--- src/pwmirq_params.svh ---
`ifndef PWMIRQ_PARAMS_SVH
`define PWMIRQ_PARAMS_SVH

// register byte offsets
`define PWMIRQ_OFS_MASK     12'h300
`define PWMIRQ_OFS_MASK_SET 12'h304
`define PWMIRQ_OFS_MASK_CLR 12'h308
`define PWMIRQ_OFS_STATUS   12'h320
`define PWMIRQ_OFS_PENDING  12'h324
`define PWMIRQ_OFS_MODULE   12'h500
`define PWMIRQ_OFS_WMODE    12'h504

// event bit positions
`define PWMIRQ_BIT_HALT     1
`define PWMIRQ_BIT_PBEGIN0  2
`define PWMIRQ_BIT_PBEGIN1  3
`define PWMIRQ_BIT_PFIN0    4
`define PWMIRQ_BIT_PFIN1    5
`define PWMIRQ_BIT_WRAP     6
`define PWMIRQ_BIT_REPEAT   7
`define PWMIRQ_EVT_W        8
`define PWMIRQ_EVT_VALID    8'hFE

// field positions and reset values
`define PWMIRQ_BIT_ON       0
`define PWMIRQ_BIT_WMODE    0
`define PWMIRQ_RST_WORD     32'h0000_0000
`define PWMIRQ_RST_EVT      8'h00
`define PWMIRQ_RST_BIT      1'b0

`endif

--- src/pwmirq_pkg.sv ---
package pwmirq_pkg;

  typedef logic [7:0]  pwmirq_evt_t;
  typedef logic [31:0] pwmirq_word_t;
  typedef logic [11:0] pwmirq_addr_t;

  // wave counter direction
  typedef enum logic [0:0] {
    PWMIRQ_WAVE_UP     = 1'b0,
    PWMIRQ_WAVE_UPDOWN = 1'b1
  } pwmirq_wave_e;

endpackage

--- src/pwmirq_evt_if.sv ---
`timescale 1ns/1ps
interface pwmirq_evt_if;
  import pwmirq_pkg::*;

  pwmirq_evt_t set;
  pwmirq_evt_t clr;
  pwmirq_evt_t flags;

  modport owner (
    input  set,
    input  clr,
    output flags
  );

  modport user (
    output set,
    output clr,
    input  flags
  );
endinterface

--- src/pwmirq_evt_flags.sv ---
`timescale 1ns/1ps
`include "pwmirq_params.svh"
module pwmirq_evt_flags
  import pwmirq_pkg::*;
(
  input  wire logic    pclk,
  input  wire logic    presetn,
  pwmirq_evt_if.owner  evt
);

  // ----------------------------------------
  // sticky event flags
  // ----------------------------------------
  genvar g;
  generate
    for (g = 0; g < `PWMIRQ_EVT_W; g++) begin : g_flag
      logic flag_q;
      logic flag_d;

      // a set in the same cycle as a clear wins, so no event is lost
      assign flag_d = evt.set[g] | (flag_q & ~evt.clr[g]);

      always_ff @(posedge pclk or negedge presetn) begin
        if (!presetn) begin
          flag_q <= `PWMIRQ_RST_BIT;
        end else begin
          flag_q <= flag_d;
        end
      end

      assign evt.flags[g] = flag_q;
    end
  endgenerate

endmodule

--- src/pwmirq_top.sv ---
// Summary of operation
// - writing one to set register halt bit enables its interrupt; reads show enable
// - set register pattern-begin bits enable matching sequence-start interrupts
// - set register pattern-finish bits enable matching sequence-end interrupts
// - set register cycle-wrap bit enables period-end interrupt
// - set register repeat-complete bit enables loops-done interrupt
// - writing one to clear register halt bit disables it; reads show enable
// - clear register pattern-begin bits disable matching sequence-start interrupts
// - clear register pattern-finish bits disable matching sequence-end interrupts
// - clear register cycle-wrap bit disables period-end interrupt
// - clear register repeat-complete bit disables loops-done interrupt
// - module enable bit 0 switches modulator on; resets to off
// - a register selects the wave counter operating mode
// - set, clear and plain mask registers share one set of enable bits
`timescale 1ns/1ps
`include "pwmirq_params.svh"
module pwmirq_top
  import pwmirq_pkg::*;
(
  input  wire logic        pclk,
  input  wire logic        presetn,
  input  wire logic        psel,
  input  wire logic        penable,
  input  wire logic        pwrite,
  input  wire logic [11:0] paddr,
  input  wire logic [31:0] pwdata,
  output logic      [31:0] prdata,
  output logic             pready,
  output logic             pslverr,
  input  wire logic        halt_done_event,
  input  wire logic [1:0]  pattern_begin_event,
  input  wire logic [1:0]  pattern_finish_event,
  input  wire logic        cycle_wrap_event,
  input  wire logic        repeat_complete_event,
  output logic             module_on,
  output logic             wave_mode,
  output logic             irq
);

  // ----------------------------------------
  // state
  // ----------------------------------------
  pwmirq_evt_t  mask_q;
  pwmirq_evt_t  mask_d;
  logic         on_q;
  logic         on_d;
  pwmirq_wave_e wmode_q;
  pwmirq_wave_e wmode_d;
  pwmirq_word_t rdata_q;
  pwmirq_word_t rdata_d;
  logic         irq_q;

  pwmirq_evt_if evt ();

  // ----------------------------------------
  // apb decode
  // ----------------------------------------
  wire logic setup_ph = psel & ~penable;
  wire logic access_ph = psel & penable;
  wire logic wr_en = access_ph & pwrite;

  wire logic hit_mask = (paddr == `PWMIRQ_OFS_MASK);
  wire logic hit_set = (paddr == `PWMIRQ_OFS_MASK_SET);
  wire logic hit_clr = (paddr == `PWMIRQ_OFS_MASK_CLR);
  wire logic hit_stat = (paddr == `PWMIRQ_OFS_STATUS);
  wire logic hit_pend = (paddr == `PWMIRQ_OFS_PENDING);
  wire logic hit_on = (paddr == `PWMIRQ_OFS_MODULE);
  wire logic hit_wmode = (paddr == `PWMIRQ_OFS_WMODE);

  wire logic hit_any = hit_mask | hit_set | hit_clr | hit_stat | hit_pend | hit_on | hit_wmode;

  // zero wait states: every transfer completes in its first access cycle
  assign pready = 1'b1;
  // unmapped addresses answer with an error and have no effect
  assign pslverr = access_ph & ~hit_any;

  wire logic wr_mask = wr_en & hit_mask;
  wire logic wr_set = wr_en & hit_set;
  wire logic wr_clr = wr_en & hit_clr;
  wire logic wr_stat = wr_en & hit_stat;
  wire logic wr_on = wr_en & hit_on;
  wire logic wr_wmode = wr_en & hit_wmode;

  wire pwmirq_evt_t wr_bits = pwdata[7:0] & `PWMIRQ_EVT_VALID;

  // ----------------------------------------
  // interrupt enable bits
  // ----------------------------------------
  // all three views act on one vector, so they can never disagree
  wire pwmirq_evt_t mask_base = wr_mask ? wr_bits : mask_q;

  // only ones act; zero bits pass the old value through
  wire pwmirq_evt_t set_bits = wr_set ? wr_bits : `PWMIRQ_RST_EVT;
  wire pwmirq_evt_t clr_bits = wr_clr ? wr_bits : `PWMIRQ_RST_EVT;

  // halt-done enable set and clear
  // pattern-begin enables per sequence index
  // pattern-finish enables per sequence index
  // cycle-wrap enable
  // repeat-complete enable
  assign mask_d = (mask_base | set_bits) & ~clr_bits;

  always_ff @(posedge pclk or negedge presetn) begin
    if (!presetn) begin
      mask_q <= `PWMIRQ_RST_EVT;
    end else begin
      mask_q <= mask_d;
    end
  end

  // ----------------------------------------
  // module enable and wave mode
  // ----------------------------------------
  assign on_d = wr_on ? pwdata[`PWMIRQ_BIT_ON] : on_q;
  assign wmode_d = wr_wmode ? pwmirq_wave_e'(pwdata[`PWMIRQ_BIT_WMODE]) : wmode_q;

  always_ff @(posedge pclk or negedge presetn) begin
    if (!presetn) begin
      on_q <= `PWMIRQ_RST_BIT;
    end else begin
      on_q <= on_d;
    end
  end

  always_ff @(posedge pclk or negedge presetn) begin
    if (!presetn) begin
      wmode_q <= PWMIRQ_WAVE_UP;
    end else begin
      wmode_q <= wmode_d;
    end
  end

  assign module_on = on_q;
  assign wave_mode = wmode_q;

  // ----------------------------------------
  // event capture
  // ----------------------------------------
  // events are pulses from the modulator core; bit 0 has no event
  wire pwmirq_evt_t evt_in = {
    repeat_complete_event,
    cycle_wrap_event,
    pattern_finish_event[1],
    pattern_finish_event[0],
    pattern_begin_event[1],
    pattern_begin_event[0],
    halt_done_event,
    1'b0
  };

  assign evt.set = evt_in;
  assign evt.clr = wr_stat ? wr_bits : `PWMIRQ_RST_EVT;

  pwmirq_evt_flags u_flags (
    .pclk    (pclk),
    .presetn (presetn),
    .evt     (evt)
  );

  // ----------------------------------------
  // interrupt output
  // ----------------------------------------
  wire pwmirq_evt_t pending = evt.flags & mask_q;
  wire logic irq_d = |pending;

  // registered so the line never glitches on decode
  always_ff @(posedge pclk or negedge presetn) begin
    if (!presetn) begin
      irq_q <= `PWMIRQ_RST_BIT;
    end else begin
      irq_q <= irq_d;
    end
  end

  assign irq = irq_q;

  // ----------------------------------------
  // read data
  // ----------------------------------------
  // set and clear registers read back the live enables
  wire pwmirq_word_t rd_mux =
    (hit_mask | hit_set | hit_clr) ? {24'h00_0000, mask_q} :
    hit_stat                       ? {24'h00_0000, evt.flags} :
    hit_pend                       ? {24'h00_0000, pending} :
    hit_on                         ? {31'h0000_0000, on_q} :
    hit_wmode                      ? {31'h0000_0000, wmode_q} :
                                     `PWMIRQ_RST_WORD;

  // captured in the setup cycle so prdata is a flop during access
  assign rdata_d = (setup_ph & ~pwrite) ? rd_mux : rdata_q;

  always_ff @(posedge pclk or negedge presetn) begin
    if (!presetn) begin
      rdata_q <= `PWMIRQ_RST_WORD;
    end else begin
      rdata_q <= rdata_d;
    end
  end

  assign prdata = rdata_q;

endmodule

--- config.mk ---
export PLATFORM = sky130hd
export DESIGN_NAME = pwmirq_top
export DESIGN_NICKNAME = d
export VERILOG_FILES = /design/src/pwmirq_pkg.sv /design/src/pwmirq_evt_if.sv /design/src/pwmirq_evt_flags.sv /design/src/pwmirq_top.sv
export VERILOG_INCLUDE_DIRS = /design/src /design/src/src
export SDC_FILE = /design/constraint.sdc
export NUM_CORES = 1
export LEC_CHECK = 0
export ABC_AREA = 1
export CAP_MARGIN = 15
export CORE_MARGIN = 5
export CORE_UTILIZATION = 35
export CTS_CLUSTER_SIZE = 30
export DETAILED_ROUTE_END_ITERATION = 12
export DONT_BUFFER_PORTS = 1
export HOLD_SLACK_MARGIN = 0.15
export SLEW_MARGIN = 25
export SYNTH_ARGS = -nofsm -noshare
export SYNTH_HDL_FRONTEND = slang
export SYNTH_SLANG_ARGS = --single-unit
export TNS_END_PERCENT = 1
--- constraint.sdc ---
create_clock -name pclk -period 1.9 [get_ports pclk]
set_input_delay 0.57 -clock pclk [delete_from_list [all_inputs] [get_ports pclk]]
set_output_delay 0.57 -clock pclk [all_outputs]
set_load 0.05 [all_outputs]
### Yosys cells after proc, flatten, opt, wreduce, memory -nomap -nowiden

Index checks and enable logic that the tools add are counted.
W data, S select, Z words.

| operators by class | value |
|---|---|
| eq/ne operators | 7 |
| bitwise operators | 47 |
| reductions and logical operators | 1 |
| multiplexer cells | 9 |

Operator list:

| kind | count |
|---|---|
| $eq A12 B10 Y1 const B | 5 |
| $mux W8 | 7 |
| $eq A12 B11 Y1 const B | 2 |
| $and A1 B1 Y1 | 19 |
| $and A8 B8 Y8 | 2 |
| $or A1 B1 Y1 | 13 |
| $not A1 Y1 | 11 |
| $not A8 Y8 | 1 |
| $or A8 B8 Y8 | 1 |
| $reduce_or A8 Y1 | 1 |
| $mux W1 | 2 |

| storage, ports and cells | value |
|---|---|
| register bits after elaboration | 51 |
| output and inout port bits | 37 |
| word-level logic and storage cells | 77 |
| input port bits | 56 |

### Logic depth before layout (Yosys ltp)

| logic depth | value |
|---|---|
| word-level depth | 9 |
| depth in mapped cells | 10 |
| depth with buffers taken out | 10 |

### Hierarchy

From an unflattened synthesis, not the netlist that was laid out.

| unflattened totals | value |
|---|---|
| cells, all modules | 292 |
| area, all modules | 1,968.1 um2 |

Modules (own cells, without submodules):

| module | times used | cells each | area an instance (um2) | sequential area each (um2) |
|---|---|---|---|---|
| pwmirq_top | 1 | 244 | 1,587.8 | 450.4 |
| pwmirq_evt_flags | 1 | 48 | 380.4 | 200.2 |

### Worst setup path after synthesis

OpenSTA, ideal clock, no wires.

| path | value |
|---|---|
| path type | input to output |
| start point | input paddr[10] |
| end point | output pslverr |
| data arrival time | 1.848 ns |
| stages on the path | 9 |
| buffers on the path | 1 |
| setup slack | -0.518 ns |
| required time | 1.330 ns |
| cells stage by stage | inv_1 > nand2_2 > nor2_4 > buf_6 > nand3_2 > nand3_2 > nor2_1 > nand2_1 > nor2_1 |

| on the way | value |
|---|---|
| longest elaborated chain between the ends | 9 |
| elaborated cells between the ends (all ways) | 15 |
| those cells by class | 7 x eq/ne; 8 x bitwise |

Ends and longest elaborated chain:

| element | line | text |
|---|---|---|
| start: declaration | pwmirq_top.sv:25 | `input wire logic [11:0] paddr,` |
| $eq A12 B10 Y1 (no line) | n/a |  |
| $or A1 B1 Y1 (5 in series) | pwmirq_top.sv:70 | `wire logic hit_any = hit_mask \| hit_set \| hit_clr \| hit_stat \| hit_pend \| hit_on \| hit_wmode;` |
| $or A1 B1 Y1 * | pwmirq_top.sv:70 |  |
| $not A1 Y1 * | pwmirq_top.sv:75 | `assign pslverr = access_ph & ~hit_any;` |
| $and A1 B1 Y1 * | pwmirq_top.sv:75 |  |
| end: declaration | pwmirq_top.sv:29 | `output logic pslverr,` |

Mark *: on every way between the ends. The rest lies on a longest branch, timed or not.

### Final worst setup path

| path | value |
|---|---|
| start point | input paddr[11] |
| end point | output pslverr |

Same word-level chain as after synthesis.

==> summary.txt <==
Status
  – Status: finished, violations left
  – Failing checks: negative setup slack

Worst setup path
  – Critical path endpoint category: output pin
  – Required time of the critical path: 1.33 ns
  – Critical path data arrival time: 1.44 ns
  – Flop2flop setup slack: 0.81 ns
  – Worst r2r src: u_flags.g_flag[5].flag_q$_DFF_PN0_
  – R2r worst-path depth: 4
  – Critical Path Source Type: primary input
  – Worst-path maximum fanout: 6
  – CP Class: in -> out
  – Worst r2r dst: irq$_DFF_PN0_

Die
  – Io pins: 93
  – Die height: 82.22 um
  – Die width: 82.22 um
  – Placeable Area: 5075 um^2
  – Die area: 6760 um^2
  – Initial Util: 35.97%
  – Core Rows: 26

Timing
  – Crit share post-route: 105.6%
  – Worst-margin pin slew: 0.5076 ns
  – Minimum clock period: 2.007 ns
  – Fin worst setup slack: -0.1069 ns
  – Max-slew violation count: 0
  – # setup viols final: 1
  – RSZ-0062 raised after global routing: yes
  – Fin. Hold Viols: 0
  – Setup_tns: -0.1069 ns
  – Fin Clk Skew: 0.005742 ns
  – Rel. slew slack: 66.16%
  – Fmax: 498.3 MHz

Hold path
  – Worst min path class: in -> reg
  – Worst Hold Path EP: u_flags.g_flag[2].flag_q$_DFF_PN0_
  – Hold path startpoint: pattern_begin_event[0]
  – Worst hold path cell count: 2

Synth
  – Post-synth EDFFs: 0
  – Synth area leaders: dfrtp_1 (34%), nand2_1 (18%), buf_4 (10%), inv_1 (7.6%), nand3_1 (5.2%)
  – Main synth FF type: dfrtp_1
  – Mapped Area: 1826 um^2
  – Yosys cell types: 25
  – Share of the synthesized area in the top cell type: 34.27%
  – Synth Warn #: 0
  – Post-synthesis async set-or-reset flop share: 100.0%
  – Top cells by count, synth: nand2_1 (89), inv_1 (37), buf_4 (25), dfrtp_1 (25), nand3_1 (19)
  – Synth area leader: dfrtp_1
  – Sequential element share of the synthesized area: 34.27%
  – Post-Syn Instances: 267
  – Register bit count reported by yosys: 25
  – Most common cell in the netlist: nand2_1
  – Mapped Avg Cell Area: 6.837 um^2

Routing
  – Avg WL per Cell: 11.01 um
  – Initial DRC Count: 64
  – 1st-pass router iterations: 4
  – Via-to-Cell Ratio: 4.249
  – Routed via count: 1568
  – Total wire length: 4064 um
  – Final ANT Viol Nets: 0
  – DRC viols: 0

Pwr
  – Pwr dens: 465.8 nW/um^2
  – Worst VDD drop: 0.2623 mV
  – P_leak: 1.272 nW

GRT
  – Total track usage: 12.43%
  – Total grt overflow: 0
  – Global-route wire length before repair: 6665 um
  – Largest net degree at the start of global routing: 26
  – Initial antenna violation count: 0
  – Number of global-route vias before repair: 1532

Finish
  – Layout Area Growth over Synthesis: 24.88%
  – Antenna Cells: 0
  – Post-layout util: 44.92%
  – Share of cells above drive strength 1: 26.76%
  – Final net count: 356

CTS
  – H-tree lvl count: 1
  – Root buffer cell: clkbuf_8
  – Clock Latency Late Sink: 0.27 ns
  – Bufs on Longest Clock Path: 2
  – Worst-path clk slew: 0.09 ns
  – CTS tree: done
  – TritonCTS sink count: 25
  – Total CTS buffers: 3

Placement
  – Pre-CTS WS: -0.2310 ns
  – Port Buffers: 0
  – Final HPWL DP: 3225 um
  – RePlAce Congestion: 0.8420

Run
  – Max-cap viol count: 0
## kinds of logic (layout without fill, tap and decap cells)
family          Yosys count  after routing  synth area share (%)
buf+inv                  69             78                 19.88
simple gates            156            156                 41.33
other cells               2             25                0.4114
flops                    25             25                 34.27
compound gates           15             15                 4.112
## placed cells by master (no fill, tap or decap), drive strengths merged
cell,Yosys,routed
nand4,3,3
nand2,99,99
buf,26,30
clkinv,1,2
clkbuf,0,3
nor3,3,3
conb,2,25
dlygate4sd3,0,1
nor2,27,27
inv,42,42
o21ai,8,8
a21oi,7,7
nor4,1,1
nand3,22,22
nand3b,1,1
dfrtp,25,25
## per-stage QoR
step           area [um^2]  hold slack (ns)  power [W]  cells
3_5_place_dp          2026           0.2752  0.0007360    354
5_1_grt               2280           0.3789   0.001115    369
3_3_place_gp          2026           0.2752  0.0007352    354
2_1_floorplan         1974           0.2744  0.0007513    290
4_1_cts               2203           0.3889   0.001068    368
6_report              2280           0.3942   0.001062    369
## flip-flops by register name (all words and copies together), names as in the netlist
signal,flops
mask_q,7
wave_mode,1
module_on,1
irq,1
u_flags.g_flag.flag_q,7
prdata,8
## what timing repair did
action,CTS,global route
setup endpoints to repair,1,8
hold buffers,2,0
gates resized for setup,8,16
pin swaps,7,6
buffers inserted,8,1
hold endpoints to repair,25,0
## how the worst max path moves through the flow
stage,endpoint,slack (ns),startpoint,cells after the start
detailed placement,pslverr,-0.23,paddr[4],9
global placement,pslverr,-0.18,paddr[4],9
global route,pslverr,-0.13,paddr[5],8
floorplan,pslverr,-0.14,paddr[11],9
CTS,pslverr,-0.09,paddr[1],10
finish,pslverr,-0.11,paddr[11],10
## report_power, final
| group | leakage (nW) | internal [W] | switching [W] |
|---|---|---|---|
| Sequential | 0.313 | 0.000532 | 0.00000234 |
| Combinational | 0.933 | 0.0000454 | 0.000175 |
| Clock | 0.0255 | 0.000146 | 0.000160 |
## worst max-delay path, stage by stage
cell and delay (ns):
inv_12 0.01, nand2_4 0.05, nor2_4 0.03, buf_12 0.13
nand2_4 0.07, nand3_4 0.07, nor2_1 0.10, nand2_1 0.10
nor2_4 0.14, buf_12 0.14
## per-layer routing
layer / wire, um / global-route usage, % / part of all wire [%]
met3: 390 / 4.447 / 9.6
met1: 1715 / 15.60 / 42
met5: 0 / 0 / 0
met2: 1891 / 20.03 / 47
met4: 67 / 3.488 / 1.6
## layout make-up
type	count	area [um^2]
Clock buffer	3	41.29
Tap cell	70	87.58
Timing Repair Buffer	31	280.3
Sequential cell	25	625.6
Fill cell	533	2795
Multi-Input combinational cell	196	1056
Inverter	43	183.9
Clock inverter	1	5.005
No activity file was read; power rests on OpenSTA's default activity.
